==> config.mk <==
export PLATFORM = sky130hd
export DESIGN_NAME = tcd_top
export DESIGN_NICKNAME = d
export VERILOG_FILES = /design/src/inc/tcd_pkg.sv /design/src/hw/tcd_top.sv
export VERILOG_INCLUDE_DIRS = /design/src /design/src/inc
export SDC_FILE = /design/constraint.sdc
export NUM_CORES = 1
export LEC_CHECK = 0
export BUFFER_PORTS_ARGS = -buffer_cell sky130_fd_sc_hd__buf_2
export CORE_MARGIN = 10
export CORE_UTILIZATION = 35
export DETAILED_ROUTE_END_ITERATION = 6
export SLEW_MARGIN = 20
export SYNTH_ARGS = -nofsm -noshare
export SYNTH_HDL_FRONTEND = slang
export SYNTH_SLANG_ARGS = --single-unit
==> constraint.sdc <==
create_clock -name pclk -period 5.3 [get_ports pclk]
set_input_delay 0.265 -clock pclk [delete_from_list [all_inputs] [get_ports pclk]]
set_output_delay 0.265 -clock pclk [all_outputs]
set_load 0.01 [all_outputs]
==> src/inc/tcd_cfg.svh <==
`ifndef TCD_CFG_SVH
`define TCD_CFG_SVH
`define TCD_OFF_CMD 8'h00
`define TCD_OFF_MM 8'h04
`define TCD_OFF_DPTR 8'h08
`define TCD_OFF_STAT 8'h0c
`define TCD_OFF_DATA 8'h10
`define TCD_CNT_FIRST 3'h2
`define TCD_CNT_LAST 3'h6
`define TCD_CNT_SUB_COUNT 2'h0
`define TCD_CNT_SUB_LOAD 2'h1
`define TCD_CNT_SUB_HOLD 2'h2
`define TCD_CNT_SUB_MODE 2'h3
`define TCD_MM_RST 16'h0000
`define TCD_REG_RST 16'h0000
`define TCD_CMR_RST 16'h0800
`define TCD_MM_GATE 12
`define TCD_MM_WIDE 13
`define TCD_MM_SEQ 14
`define TCD_CM_DIR 3
`define TCD_CM_HOLD_SRC 12
`define TCD_CM_ALT 13
`define TCD_OC_TOGGLE 3'h2
`define TCD_ST_TC 8
`define TCD_ST_TOG 16
`define TCD_ST_PEND 24
`define TCD_ST_PF 29
`define TCD_ST_BSEL 30
`define TCD_GRP_BAD0 3'h0
`define TCD_GRP_BAD1 3'h6
`define TCD_OP_SEQ_OFF 5'h08
`define TCD_OP_SEQ_ON 5'h00
`define TCD_OP_WIDE 5'h0f
`define TCD_OP_NARROW 5'h07
`define TCD_OP_GATE_OFF 5'h0e
`define TCD_OP_GATE_ON 5'h06
`define TCD_OP_PF_ON 5'h18
`define TCD_OP_PF_OFF 5'h19
`define TCD_OP_MRESET 5'h1f
`endif

==> src/inc/tcd_pkg.sv <==
package tcd_pkg;
    typedef struct packed {
        logic arm;
        logic load;
        logic disarm;
        logic save;
        logic tog_set;
        logic tog_clr;
        logic step;
        logic ldptr;
        logic seq_off;
        logic seq_on;
        logic wide;
        logic narrow;
        logic gate_off;
        logic gate_on;
        logic pf_on;
        logic pf_off;
        logic mreset;
        logic [4:0] sel;
    } tcd_cmd_t;

    typedef struct packed {
        logic [4:0] armed;
        logic [4:0] tc;
        logic [4:0] pend;
        logic [4:0] toggle;
    } tcd_cnt_status_t;
endpackage
==> src/hw/tcd_top.sv <==
`timescale 1ns/100ps
`include "tcd_cfg.svh"

// Operation
// - Load-and-arm loads each selected counter, then arms it.
// - Load-and-arm reaching terminal count still re-arms for another cycle.
// - Arm phase makes next load before terminal count take hold register.
// - Disarm stops selected counters; counter at terminal count counts once first.
// - Leaving count may be load or step; load-and-arm cancels pending disarm.
// - Disarmed counters still load, save, and resume on arm.
// - Save copies present count into hold register without disturbing counting.
// - Disarm-and-save acts as disarm followed by save.
// - Set-toggle sets counter N flip-flop; output only in toggle mode 010.
// - Clear-toggle clears toggle flip-flop of counter 001 to 101.
// - Step moves counter by one, direction bit chooses, even disarmed.
// - Load-pointer copies element and group bits, sets byte-select bit.
// - Pointer updates only for group 001, 010, 011, 100, 101, 111.
// - Sequencing commands set/clear mode bit 14; set bit freezes pointer.
// - Wide-bus command sets bit 13; data uses all 16 lines.
// - Narrow-bus command clears bit 13; data moves a byte at a time.
// - Gate-off sets bit 12, output low; clear drives divided frequency.
// - Write prefetch stays off until enable command or reset.
// - Opcode FF disarms all, zeroes mode/load/hold, modes get 0800.
// - No reset initialises the data pointer.
// - Arm only arms selected counters, never disarms others.
// - Load takes load or hold per mode; sources stay unchanged.
// - Top bits 110 disarm the selected counters.
// - Top bits 101 save the selected counters.
module tcd_top
    import tcd_pkg::*;
(
    input wire logic pclk,
    input wire logic presetn,
    input wire logic psel,
    input wire logic penable,
    input wire logic pwrite,
    input wire logic [7:0] paddr,
    input wire logic [31:0] pwdata,
    output logic [31:0] prdata,
    output logic pready,
    output logic pslverr,
    output logic freq_out,
    output logic wide_bus,
    output logic seq_hold,
    output logic wr_prefetch_off,
    output logic [4:0] armed_out,
    output logic [4:0] toggle_out
);
    logic [15:0] cnt [5];
    logic [15:0] ldr [5];
    logic [15:0] hld [5];
    logic [15:0] cmr [5];
    logic [15:0] mm;
    logic [5:0] dptr;
    logic [4:0] alt_hold;
    logic [3:0] div_cnt;
    logic fsig;
    tcd_cnt_status_t st;
    tcd_cmd_t c;
    logic acc;
    logic wr;
    logic cmd_go;
    logic [31:0] rd_data;
    logic rd_hit;

    function automatic tcd_cmd_t decode(input logic [7:0] op);
        tcd_cmd_t d;
        logic [4:0] nsel;
        d = '0;
        nsel = 5'h00;
        if (op[2:0] >= 3'h1 && op[2:0] <= 3'h5) begin
            nsel = 5'h01 << (op[2:0] - 3'h1);
        end
        case (op[7:5])
            3'h0: d.ldptr = op[2:0] != `TCD_GRP_BAD0 &&
                            op[2:0] != `TCD_GRP_BAD1;
            3'h1: d.arm = 1'b1;
            3'h2: d.load = 1'b1;
            3'h3: begin
                d.load = 1'b1;
                d.arm = 1'b1;
            end
            3'h4: begin
                d.disarm = 1'b1;
                d.save = 1'b1;
            end
            3'h5: d.save = 1'b1;
            3'h6: d.disarm = 1'b1;
            default: begin
                d.seq_off = op[4:0] == `TCD_OP_SEQ_OFF;
                d.seq_on = op[4:0] == `TCD_OP_SEQ_ON;
                d.wide = op[4:0] == `TCD_OP_WIDE;
                d.narrow = op[4:0] == `TCD_OP_NARROW;
                d.gate_off = op[4:0] == `TCD_OP_GATE_OFF;
                d.gate_on = op[4:0] == `TCD_OP_GATE_ON;
                d.pf_on = op[4:0] == `TCD_OP_PF_ON;
                d.pf_off = op[4:0] == `TCD_OP_PF_OFF;
                d.mreset = op[4:0] == `TCD_OP_MRESET;
                d.tog_set = op[4:3] == 2'h1 && nsel != 5'h00;
                d.tog_clr = op[4:3] == 2'h0 && nsel != 5'h00;
                d.step = op[4:3] == 2'h2 && nsel != 5'h00;
                nsel = (d.tog_set || d.tog_clr || d.step) ? nsel : 5'h00;
            end
        endcase
        d.sel = (op[7:5] == 3'h7) ? nsel : op[4:0];
        return d;
    endfunction

    function automatic logic [15:0] stepped(input int i);
        return cmr[i][`TCD_CM_DIR] ? cnt[i] + 16'h0001
                                   : cnt[i] - 16'h0001;
    endfunction

    // Zero wait states: pready rises in the first access cycle
    always_ff @(posedge pclk or negedge presetn) begin
        if (!presetn) begin
            pready <= 1'b0;
        end else begin
            pready <= psel && !penable;
        end
    end

    assign acc = psel && penable && pready;
    assign wr = acc && pwrite;
    // Decoded only on the completing edge, so each write runs once
    assign cmd_go = wr && paddr == `TCD_OFF_CMD;
    assign c = cmd_go ? decode(pwdata[7:0]) : '0;

    always_comb begin
        rd_hit = 1'b1;
        rd_data = 32'h0000_0000;
        if (paddr[1:0] != 2'h0) begin
            rd_hit = 1'b0;
        end else if (paddr == `TCD_OFF_CMD) begin
            rd_data = 32'h0000_0000;
        end else if (paddr == `TCD_OFF_MM) begin
            rd_data = {16'h0000, mm};
        end else if (paddr == `TCD_OFF_DPTR) begin
            rd_data = {26'h0000000, dptr};
        end else if (paddr == `TCD_OFF_STAT) begin
            rd_data = {1'b0, dptr[5], wr_prefetch_off, st.pend, 3'h0,
                       st.toggle, 3'h0, st.tc, 3'h0, st.armed};
        end else if (paddr == `TCD_OFF_DATA) begin
            rd_data = 32'h0000_0000;
        end else if (paddr[6:4] >= `TCD_CNT_FIRST &&
                     paddr[6:4] <= `TCD_CNT_LAST && !paddr[7]) begin
            if (paddr[3:2] == `TCD_CNT_SUB_COUNT) begin
                rd_data = {16'h0000, cnt[paddr[6:4] - `TCD_CNT_FIRST]};
            end else if (paddr[3:2] == `TCD_CNT_SUB_LOAD) begin
                rd_data = {16'h0000, ldr[paddr[6:4] - `TCD_CNT_FIRST]};
            end else if (paddr[3:2] == `TCD_CNT_SUB_HOLD) begin
                rd_data = {16'h0000, hld[paddr[6:4] - `TCD_CNT_FIRST]};
            end else begin
                rd_data = {16'h0000, cmr[paddr[6:4] - `TCD_CNT_FIRST]};
            end
        end else begin
            rd_hit = 1'b0;
        end
    end

    always_ff @(posedge pclk or negedge presetn) begin
        if (!presetn) begin
            prdata <= 32'h0000_0000;
            pslverr <= 1'b0;
        end else if (psel && !penable) begin
            prdata <= rd_hit ? rd_data : 32'h0000_0000;
            pslverr <= !rd_hit;
        end
    end

    // Counter, load, hold and mode registers
    always_ff @(posedge pclk or negedge presetn) begin
        if (!presetn) begin
            for (int i = 0; i < 5; i++) begin
                cnt[i] <= `TCD_REG_RST;
                ldr[i] <= `TCD_REG_RST;
                hld[i] <= `TCD_REG_RST;
                cmr[i] <= `TCD_CMR_RST;
            end
        end else if (c.mreset) begin
            for (int i = 0; i < 5; i++) begin
                ldr[i] <= `TCD_REG_RST;
                hld[i] <= `TCD_REG_RST;
                cmr[i] <= `TCD_CMR_RST;
            end
        end else begin
            for (int i = 0; i < 5; i++) begin
                if (c.load && c.sel[i]) begin
                    // Source registers are only read here
                    cnt[i] <= (cmr[i][`TCD_CM_HOLD_SRC] ||
                               (cmr[i][`TCD_CM_ALT] && alt_hold[i]))
                              ? hld[i] : ldr[i];
                end else if (c.step && c.sel[i]) begin
                    cnt[i] <= stepped(i);
                end
                if (c.save && c.sel[i]) begin
                    hld[i] <= cnt[i];
                end
                if (wr && paddr[6:4] == 3'(i) + `TCD_CNT_FIRST &&
                    !paddr[7] && paddr[1:0] == 2'h0) begin
                    if (paddr[3:2] == `TCD_CNT_SUB_COUNT) begin
                        cnt[i] <= pwdata[15:0];
                    end else if (paddr[3:2] == `TCD_CNT_SUB_LOAD) begin
                        ldr[i] <= pwdata[15:0];
                    end else if (paddr[3:2] == `TCD_CNT_SUB_HOLD) begin
                        hld[i] <= pwdata[15:0];
                    end else begin
                        cmr[i] <= pwdata[15:0];
                    end
                end
            end
        end
    end

    // Arming, terminal count, deferred disarm and reload alternation
    always_ff @(posedge pclk or negedge presetn) begin
        if (!presetn) begin
            st.armed <= 5'h00;
            st.tc <= 5'h00;
            st.pend <= 5'h00;
            st.toggle <= 5'h00;
            alt_hold <= 5'h1f;
        end else if (c.mreset) begin
            st.armed <= 5'h00;
            st.pend <= 5'h00;
        end else begin
            for (int i = 0; i < 5; i++) begin
                // Toggle lives here so the status struct has one writer
                if (c.tog_set && c.sel[i]) begin
                    st.toggle[i] <= 1'b1;
                end else if (c.tog_clr && c.sel[i]) begin
                    st.toggle[i] <= 1'b0;
                end
                if (c.load && c.sel[i]) begin
                    st.tc[i] <= 1'b0;
                end else if (c.step && c.sel[i]) begin
                    st.tc[i] <= stepped(i) == 16'h0000;
                    if (stepped(i) == 16'h0000 && cmr[i][`TCD_CM_ALT]) begin
                        alt_hold[i] <= !alt_hold[i];
                    end
                end
                if (c.arm && c.sel[i]) begin
                    // Arm phase follows the load, so it wins here
                    st.armed[i] <= 1'b1;
                    st.pend[i] <= 1'b0;
                    alt_hold[i] <= 1'b1;
                end else if (c.disarm && c.sel[i]) begin
                    if (st.tc[i]) begin
                        st.pend[i] <= 1'b1;
                    end else begin
                        st.armed[i] <= 1'b0;
                    end
                end else if (st.pend[i] && (c.load || c.step) &&
                             c.sel[i]) begin
                    st.armed[i] <= 1'b0;
                    st.pend[i] <= 1'b0;
                end
            end
        end
    end

    always_ff @(posedge pclk or negedge presetn) begin
        if (!presetn) begin
            mm <= `TCD_MM_RST;
        end else if (c.mreset) begin
            mm <= `TCD_MM_RST;
        end else if (wr && paddr == `TCD_OFF_MM) begin
            mm <= pwdata[15:0];
        end else if (c.seq_off || c.seq_on) begin
            mm[`TCD_MM_SEQ] <= c.seq_off;
        end else if (c.wide || c.narrow) begin
            mm[`TCD_MM_WIDE] <= c.wide;
        end else if (c.gate_off || c.gate_on) begin
            mm[`TCD_MM_GATE] <= c.gate_off;
        end
    end

    always_ff @(posedge pclk or negedge presetn) begin
        if (!presetn) begin
            wr_prefetch_off <= 1'b0;
        end else if (c.pf_off) begin
            wr_prefetch_off <= 1'b1;
        end else if (c.pf_on || c.mreset) begin
            wr_prefetch_off <= 1'b0;
        end
    end

    // Left without reset on purpose: software must load it after reset
    always_ff @(posedge pclk) begin
        if (c.ldptr) begin
            dptr <= {1'b1, pwdata[4:0]};
        end else if (acc && paddr == `TCD_OFF_DATA &&
                     !mm[`TCD_MM_SEQ]) begin
            if (mm[`TCD_MM_WIDE] || !dptr[5]) begin
                dptr[4:3] <= dptr[4:3] + 2'h1;
                dptr[5] <= 1'b1;
            end else begin
                dptr[5] <= 1'b0;
            end
        end
    end

    // Divide rate is taken from mode bits 11:8
    always_ff @(posedge pclk or negedge presetn) begin
        if (!presetn) begin
            div_cnt <= 4'h0;
            fsig <= 1'b0;
        end else if (div_cnt >= mm[11:8]) begin
            div_cnt <= 4'h0;
            fsig <= !fsig;
        end else begin
            div_cnt <= div_cnt + 4'h1;
        end
    end

    always_ff @(posedge pclk or negedge presetn) begin
        if (!presetn) begin
            freq_out <= 1'b0;
            wide_bus <= 1'b0;
            seq_hold <= 1'b0;
            armed_out <= 5'h00;
            toggle_out <= 5'h00;
        end else begin
            freq_out <= fsig && !mm[`TCD_MM_GATE];
            wide_bus <= mm[`TCD_MM_WIDE];
            seq_hold <= mm[`TCD_MM_SEQ];
            armed_out <= st.armed;
            for (int i = 0; i < 5; i++) begin
                toggle_out[i] <= st.toggle[i] &&
                    cmr[i][2:0] == `TCD_OC_TOGGLE;
            end
        end
    end
endmodule // tcd_top

After elaboration in Yosys (flattened, before gate mapping) --
Cells that the tools add are included.
Storage, ports and cells: bits in registers 420, output and inout port bits 48
Cells by class: add/subtract/negate cells 14, $lt $le $gt $ge 6, eq/ne operators 54, shift-type cells 1, mux-type cells 208, bitwise logic cells 2, reductions and logical operators 211
Operators by type and width (count):
- $mux W16 | 84
- $mux W80 | 3
- $bmux W16 S3 | 4
- $mux W31 | 5
- $mux W1 | 95
- $logic_and A1 B1 Y1 | 91
- $add A16 B1 Y16 const B | 5
- $logic_not A16 Y1 | 5
- $sub A16 B1 Y16 const B | 5
- $reduce_bool A2 Y1 | 31
- $reduce_and A2 Y1 | 22
- $ne A4 B4 Y1 const B | 10
- $reduce_and A4 Y1 | 10
- $mux W32 | 1
- $mux W5 | 6
- $eq A3 B2 Y1 const B | 9
- $mux W22 | 1
- $eq A3 B3 Y1 const B | 7
- $reduce_bool A4 Y1 | 5
- $reduce_and A3 Y1 | 6
- $eq A8 B4 Y1 const B | 2
- $eq A5 B4 Y1 const B | 3
- $eq A5 B5 Y1 const B | 3
- $logic_or A1 B1 Y1 | 13
- 35 further kinds | 70

Depth between registers and ports, before layout --
Gate-level depths: netlist (run 1).
word-level depth 18, mapped depth 14

Least setup slack after synthesis (run 1) --
OpenSTA, ideal clock, no wires.
kind register to register, start point register cmr[67] in the netlist's numbering, end point register alt_hold[0], arrival 3049 ps, setup slack 2166 ps, stages on the path, launching flop included 10, path buffers 0, clock period less this slack 3134 ps, path through dfrtp_1 > inv_1 > fa_1 > a211oi_1 > o2111a_1 > o31ai_1 > a211o_1 > a2111o_1 > nor4_2 > mux2_1
On the way: cells in the longest elaborated chain, start to end 5
Ends and longest elaborated chain:
- start: declaration | RTL line tcd_top.sv:52 | logic [15:0] cmr [5];
- start signal: indexed assignment | RTL line tcd_top.sv:178 | cmr[i] <= `TCD_CMR_RST;
- start signal: indexed assignment | RTL line tcd_top.sv:184 | cmr[i] <= `TCD_CMR_RST;
- start signal: indexed assignment | RTL line tcd_top.sv:208 | cmr[i] <= pwdata[15:0];
- $mux W16 | RTL line tcd_top.sv:110 | return cmr[i][`TCD_CM_DIR] ? cnt[i] + 16'h0001
- $logic_not A16 Y1 | RTL line tcd_top.sv:238 | if (stepped(i) == 16'h0000 && cmr[i][`TCD_CM_ALT]) begin
- $logic_and A1 B1 Y1 | RTL line tcd_top.sv:238
- $reduce_bool A2 Y1 (no source line)
- $reduce_and A4 Y1 (no source line)
- end signal: indexed assignment | RTL line tcd_top.sv:239 | alt_hold[i] <= !alt_hold[i];
- end: declaration | RTL line tcd_top.sv:55 | logic [4:0] alt_hold;
No other way between the ends. A chain may end at the register's enable or synchronous reset.

Final worst setup path (run 1) --
start point register cmr[35] in the netlist's numbering, end point register st[12] in the netlist's numbering
On the way: cells in the longest elaborated chain, start to end 4
Ends and longest elaborated chain:
- $mux W16 | RTL line tcd_top.sv:110
- $logic_not A16 Y1 | RTL line tcd_top.sv:237 | st.tc[i] <= stepped(i) == 16'h0000;
- $mux W1 | RTL line tcd_top.sv:236 | end else if (c.step && c.sel[i]) begin
- $mux W1 | RTL line tcd_top.sv:234 | if (c.load && c.sel[i]) begin
- end: declaration | RTL line tcd_top.sv:58 | tcd_cnt_status_t st;
No other way between the ends. The select of a mux whose other input is x is not followed.

==> results of run 1 <==
## where the power goes
| group | internal [mW] | switching (mW) | total [mW] |
|---|---|---|---|
| Clock | 2.31 | 1.51 | 3.81 |
| Combinational | 0.168 | 0.474 | 0.642 |
| Sequential | 3.20 | 0.0192 | 3.22 |
| Total | 5.68 | 2.00 | 7.68 |
## critical path: stages (launching register included)
cell and delay [ns]:
dfrtp_1 0.45, inv_1 0.48, ha_1 0.37, a211o_1 0.38
a2111oi_0 0.42, nor2_1 0.09, o31ai_1 0.31, nand4_1 0.15
or4_1 0.53, or4_1 0.54, nand2_1 0.10
## worst paths after layout
kind | from | end | slack [ns] | cells past startpoint
min in group asynchronous | presetn | cmr[3] | 0.24 | 2
max in group asynchronous | presetn | cmr[7] | 3.68 | 3
max | cmr[35] | st[12] | 1.41 | 10
min reg2reg | st[18] | armed_out[3] | 0.45 | 0
max reg2reg | cmr[35] | st[12] | 1.41 | 10
min | penable | dptr[5] | 0.07 | 4
## flip-flops by register name (all words and copies together), names as in the netlist
signal,count
seq_hold,1
cnt,80
armed_out,5
pslverr,1
alt_hold,5
prdata,28
st,20
wide_bus,1
dptr,6
ldr,80
div_cnt,4
toggle_out,5
freq_out,1
mm,16
pready,1
wr_prefetch_off,1
cmr,80
fsig,1
hld,80
## cell families (layout without fill, tap and decap cells)
| group | count (synthesis) | in the layout | synth area share [%] |
|---|---|---|---|
| AOI/OAI and AO/OA | 1077 | 1077 | 25.0 |
| and+or+nand+nor | 1004 | 1004 | 17.3 |
| DFF | 416 | 416 | 38.4 |
| buffers and inverters | 277 | 301 | 4.10 |
| muxes | 213 | 213 | 9.10 |
| adders and majority gates | 88 | 88 | 4.19 |
| xor gates and xnor gates | 58 | 58 | 1.87 |
| other | 1 | 7 | 0.0138 |
## layout make-up
type / count / area [um^2] / area share [%]
Clock inverter: 27 / 383 / 1.25
Antenna cell: 3 / 7.51 / 0.0246
Timing Repair Buffer: 144 / 953 / 3.12
Multi-Input combinational cell: 2444 / 15800 / 51.8
Tap cell: 1040 / 1300 / 4.26
Inverter: 65 / 244 / 0.798
Sequential cell: 416 / 10400 / 34.2
Clock buffer: 65 / 1410 / 4.61
## timing repair
action,in CTS,in global routing
hold endpoints to repair,90,0
buffers inserted,0,0
gates resized for setup,0,0
hold buffers,1,0
## metal layers
| layer | track usage, % | part of all wire (%) |
|---|---|---|
| met1 | 30.8 | 40 |
| met2 | 35.4 | 42 |
| met3 | 7.57 | 12 |
| met4 | 14.2 | 6.5 |
| met5 | 0 | 0.046 |
## stage by stage
stage	setup WS, ns	cell area [um^2]	total power, mW
after floorplan	2.17	27200	3.60
after global placement	1.51	28800	3.89
after detailed placement	1.48	28800	3.89
after CTS	1.46	30600	7.68
after global routing	1.00	30600	7.84
final	1.41	30600	7.68
## synthesized netlist by cell type (all sizes together) (9+ instances only)
master and n:
nand4 15, nand2 446, nor3 51, o211ai 40, inv 62, xnor2 35, o21a 25, nor2 207
a21oi 279, o22ai 24, or2 10, ha 83, dfstp 10, mux2i 111, a211oi 96, nand3 61
buf 51, mux4 19, a31oi 19, and2 14, o21ai 333, or3 17, o31ai 13, dfrtp 400
a221oi 63, mux2 83, a2111oi 9, a22oi 24, xor2 23, clkbuf 161, nor2b 71, a22o 23
o2111ai 10, and3 21, o32ai 12, a21o 29, nand2b 23, nor4 24
==> out/qor.yml, run 1 <==
grt_overflow_total: 0
placedCellCount: 4108
synth_edf_count: 5
ant_nets: 0
clock_sink_count: 416
io_pins: 93
clk_pin_slew_ns: 0.06
drc_errors: 12
avgRoutedWirePerCell_um: 26.7
h-tree-depth: 2
routed_wl_um: 112000
vias: 26000
die_y_um: 299
relSlewSlack_pct: 24.3
cts-root-buf: "clkbuf_16"
grt_pass1_wl_um: 164000
dieArea_mm2: 0.0892
grt.total_usage_pct: 24.1
dp_hpwl_um: 80000
setup_viol: 0
start_util_pct: 35.2
cts_tree: "built"
cp.arrival_ns: 4.43
hold_path.class: "input pin to flip-flop"
netlist_top_cells_area: "dfrtp_1 37%, nand2_1 6.2%, o21ai_0 5.9%"
worst_pin_slew_ns: 1.13
fin_util_pct: 39.6
clkLatencyLatePin_ns: 0.62
fp.coreArea_mm2: 0.0772
rsz0062_at_grt: "false"
yosysTopAreaCell: "dfrtp_1"
final_cells: 4204
holdWs_ns: 0.0697
ys_ff_latch: 416
layout_common_cells: "446 x nand2_1, 400 x dfrtp_1, 323 x o21ai_0"
nFillCells: 7756
finalSetupTns_ns: 0
grt_pass1_vias: 24100
drv_cap: 0
final_common_cell: "nand2_1"
fin_worst_skew_ns: 0.0285
drive_gt1_share_pct: 12.8
ir_drop_v: 0.000233
critPathLaunchType: "flip-flop"
finalHoldViolCount: 0
synthesis.area_mm2: 0.0272
critPathCaptureType: "flip-flop"
yosys_warnings: 0
final.min_clock_period_ns: 3.89
row_count: 102
postSynthCellCount: 3134
post-route-period-util_pct: 73.5
synth_cell_types: 96
maxSlewViolCount: 0
worstPathMaxFanout: 15
synthArstFlopShare_pct: 98.6
cts_buffers: 49
synth_top_area_share_pct: 36.8
synth_area_per_cell_um2: 8.67
port_buffers: 72
ys.flop_type: "dfrtp_1"
die_w_um: 299
antenna_found_initial: 9
worstPathRequired_ns: 5.84
power.static_leakage_nw: 13.7
grt_max_degree: 154
gp_congestion: 0.997
drt_iter0_markers: 3010
viasPerCell: 6.18
power.density_mw_per_mm2: 251
fin_nets: 3253
critPathKind: "flip-flop to flip-flop"
status: "finished, violations left"
syn2layout_area_growth_pct: 12.5
clockBufferDepth: 3
fmax_mhz: 257
violations: "design-rule violations"
dr.pass1.iters: 7
ys_seq_area_share_pct: 38.4
(Power assumes the default switching activity.)
==> inputs of run 2 (changes only) <==
--- a/config.mk
+++ b/config.mk
@@ -6,6 +6,7 @@
 export SDC_FILE = /design/constraint.sdc
 export NUM_CORES = 1
 export LEC_CHECK = 0
+export ABC_AREA = 1
 export BUFFER_PORTS_ARGS = -buffer_cell sky130_fd_sc_hd__buf_2
 export CORE_MARGIN = 10
 export CORE_UTILIZATION = 35
==> constraint.sdc (replaced) <==
create_clock -name pclk -period 3.7 [get_ports pclk]
set_input_delay 0.185 -clock pclk [delete_from_list [all_inputs] [get_ports pclk]]
set_output_delay 0.185 -clock pclk [all_outputs]
set_load 0.01 [all_outputs]
==> out/qor.yml, run 2 <==
dpl_cell_area_mm2: 0.0301  # was 0.0288 mm^2
p_int_mw: 7.79  # was 5.68 mW
nFillCells: 8561  # was 7756
final.min_clock_period_ns: 3.25  # was 3.89 ns
worstPathMaxFanout: 16  # was 15
viasPerCell: 5.75  # was 6.18
yosys_warnings: 0  # unchanged
crit_path_start: "pready"  # was cmr[35]
critPathLaunchType: "flip-flop"  # unchanged
synth_compound_area_share_pct: 20.0  # was 25.0%
grt_use_met3_pct: 7.55  # was 7.57%
yosys.area_share.simple_pct: 27.9  # was 17.3%
avgRoutedWirePerCell_um: 27.0  # was 26.7 um
ys_seq_area_share_pct: 37.1  # was 38.4%
grt_pass1_vias: 27900  # was 24100
gp_congestion: 1.07  # was 0.997
critPathKind: "flip-flop to flip-flop"  # unchanged
grt_util_met2_pct: 42.5  # was 35.4%
io_pins: 93  # unchanged
post-place-ws_ns: 0.562  # was 1.48 ns
drt_iter0_markers: 4210  # was 3010
switching_share_pct: 28.6  # was 26.0%
dr.pass1.iters: 6  # was 7
synth_common_cells: "1220 x nand2_1, 473 x inv_1, 468 x o21ai_0"  # was 446 x nand2_1, 400 x dfrtp_1, 323 x o21ai_0
h-tree-depth: 2  # unchanged
finalSetupTns_ns: 0  # unchanged
holdWs_ns: 0.0350  # was 0.0697 ns
synth_cell_types: 63  # was 96
yosysTopAreaCell: "dfrtp_1"  # unchanged
synth_xor_area_share_pct: 1.03  # was 1.87%
cts_setup_buffers: 0  # unchanged
worstPathRequired_ns: 4.20  # was 5.84 ns
syn2layout_area_growth_pct: 13.0  # was 12.5%
vias: 30400  # was 26000
clkLatencyLatePin_ns: 0.62  # about the same
post-route-period-util_pct: 87.9  # was 73.5%
maxSlewViolCount: 0  # unchanged
synth_top_family_by_area: "simple AND/OR/NAND/NOR gates"  # was compound AO/OA/AOI/OAI gates
synthMuxAreaShare_pct: 0.489  # was 9.10%
worst_pin_slew_ns: 1.14  # was 1.13 ns
synth_top_area_share_pct: 35.5  # was 36.8%
grt_max_degree: 87  # was 154
port_buffers: 72  # unchanged
grt_pass1_wl_um: 204000  # was 164000 um
combPwrFrac_pct: 10.6  # was 8.4%
power_frac_seq_pct: 42.8  # was 42.0%
cts-root-buf: "clkbuf_16"  # unchanged
synth_edf_count: 5  # unchanged
dieArea_mm2: 0.0922  # was 0.0892 mm^2
layout_common_cells: "1220 x nand2_1, 473 x inv_1, 465 x o21ai_0"  # was 446 x nand2_1, 400 x dfrtp_1, 323 x o21ai_0
hold_path.class: "input pin to flip-flop"  # unchanged
multiInputGateArea_mm2: 0.0151  # was 0.0158 mm^2
clock_power_share_pct: 46.7  # was 49.7%
ctsResizeCount: 0  # unchanged
drc_errors: 0  # was 12
critPathCaptureType: "flip-flop"  # unchanged
ant_nets: 0  # unchanged
clockBufferDepth: 3  # unchanged
drv_cap: 0  # unchanged
relSlewSlack_pct: 23.7  # was 24.3%
start_util_pct: 35.5  # was 35.2%
p_sw_mw: 3.12  # was 2.00 mW
regArea_mm2: 0.0104  # unchanged
status: "complete, no violations"  # was finished, violations left
fmax_mhz: 307  # was 257 MHz
fp.coreArea_mm2: 0.0794  # was 0.0772 mm^2
clk_pin_slew_ns: 0.07  # was 0.06 ns
r2r-start: "pready"  # was cmr[35]
grt.total_usage_pct: 29.6  # was 24.1%
ir_drop_v: 0.000312  # was 0.000233 V
power_mw: 10.9  # was 7.68 mW
routed_wl_um: 143000  # was 112000 um
rsz0062_at_grt: "false"  # unchanged
fin_area_mm2: 0.0318  # was 0.0306 mm^2
power.static_leakage_nw: 15.4  # was 13.7 nW
power.density_mw_per_mm2: 343  # was 251 mW/mm^2
cts_buffers: 50  # was 49
synthArstFlopShare_pct: 98.6  # unchanged
cts_tree: "built"  # unchanged
die_w_um: 304  # was 299 um
drive_gt1_share_pct: 8.25  # was 12.8%
gr-usage-met1_pct: 41.4  # was 30.8%
netlist_top_cells_area: "dfrtp_1 36%, nand2_1 16%, o21ai_0 8.3%"  # was dfrtp_1 37%, nand2_1 6.2%, o21ai_0 5.9%
dp_hpwl_um: 110000  # was 80000 um
postSynthCellCount: 4121  # was 3134
fin_worst_skew_ns: 0.0170  # was 0.0285 ns
hold_start: "psel"  # was penable
setup_viol: 0  # unchanged
synth_area_per_cell_um2: 6.83  # was 8.67 um^2
row_count: 103  # was 102
finalHoldViolCount: 0  # unchanged
busiest_layer: "met2"  # unchanged
final_common_cell: "nand2_1"  # unchanged
postLayoutSetupSlackWorst_ns: 0.448  # was 1.41 ns
clock_sink_count: 416  # unchanged
die_y_um: 304  # was 299 um
ys_ff_latch: 416  # unchanged
grt_overflow_total: 0  # unchanged
ys.flop_type: "dfrtp_1"  # unchanged
antenna_found_initial: 7  # was 9
fin_nets: 4321  # was 3253
synthesis.area_mm2: 0.0282  # was 0.0272 mm^2
synthAdderAreaFrac_pct: 4.04  # was 4.19%
cp.arrival_ns: 3.75  # was 4.43 ns
yosysMostFrequentCell: "nand2_1"  # unchanged
run 2: cell count changes after synthesis, sizes merged, moves of 71 or more:
| cell | change |
|---|---|
| nand2 | +787 |
| nand3 | +197 |
| o21ai | +184 |
| a211oi | -95 |
| mux2i | -104 |
| nor2b | -71 |
| mux2 | -77 |
| nor2 | +100 |
| inv | +430 |
| a21oi | -81 |
run 2: final timing paths:
check	endpoint	slack, ns	depth (start not counted)
min in group asynchronous	cnt[13]	0.24	2
setup reg to reg	hld[31]	0.45	12
max in group asynchronous	alt_hold[1]	2.36	3
hold / removal	dptr[5]	0.04	4
hold reg to reg	armed_out[2]	0.40	0
setup / recovery	hld[31]	0.45	12
run 2: critical path: stages (launching register included):
cell and delay [ns]:
dfrtp_1 0.39, nand4_2 0.36, buf_4 0.29, nor2_4 0.21, buf_4 0.29, nand3_1 0.43, inv_1 0.19, nand2_1 0.33
buf_4 0.32, nand2_1 0.07, o211ai_1 0.09, o21ai_1 0.10, inv_1 0.06
run 2: cell families (layout without fill, tap and decap cells):
group	after synthesis	after routing
other	1	6
and+or+nand+nor	1897	1897
adders and majority gates	88	88
xor gates and xnor gates	33	33
muxes	13	13
AOI/OAI and AO/OA	990	990
DFF	416	416
buffers and inverters	683	789
run 2: area by class of cell:
type,instances,area share [%]
multi-input combinational,3025,47.5
antenna,2,0.0157
clock buffer,70,4.45
sequential,416,32.8
clock inverter,24,0.703
timing repair buffer,197,4.54
inverter,498,5.87
tap,1050,4.13
run 2: layer usage:
layer | routed length [um] | up-vias
met1 | 61400 | 14600
met3 | 15800 | 301
li1 | - | 13800
met5 | 21 | -
met4 | 6900 | 4
met2 | 58700 | 1672
run 2: what timing repair did:
item                                    4_1_cts  5_1_grt
endpoints found under the setup margin        0        0
hold endpoints to repair                     85        0
hold buffers                                 10        0
run 2: through the flow:
stage                     utilization, %  cells
after floorplan                        -   4124
after global placement              37.9   5176
after detailed placement            37.9   5176
after CTS                           40.1   5280
after global routing                40.1   5280
final                               40.1   5282
run 2: power groups by stage:
stage          Clock, mW  Sequential [mW]  Combinational (mW)
6_report            5.09             4.66                1.15
5_1_grt             5.31             4.67                1.22
4_1_cts             5.14             4.66                1.12
3_5_place_dp           0             4.75                1.11
3_3_place_gp           0             4.74                1.10
2_1_floorplan          0             4.73               0.525
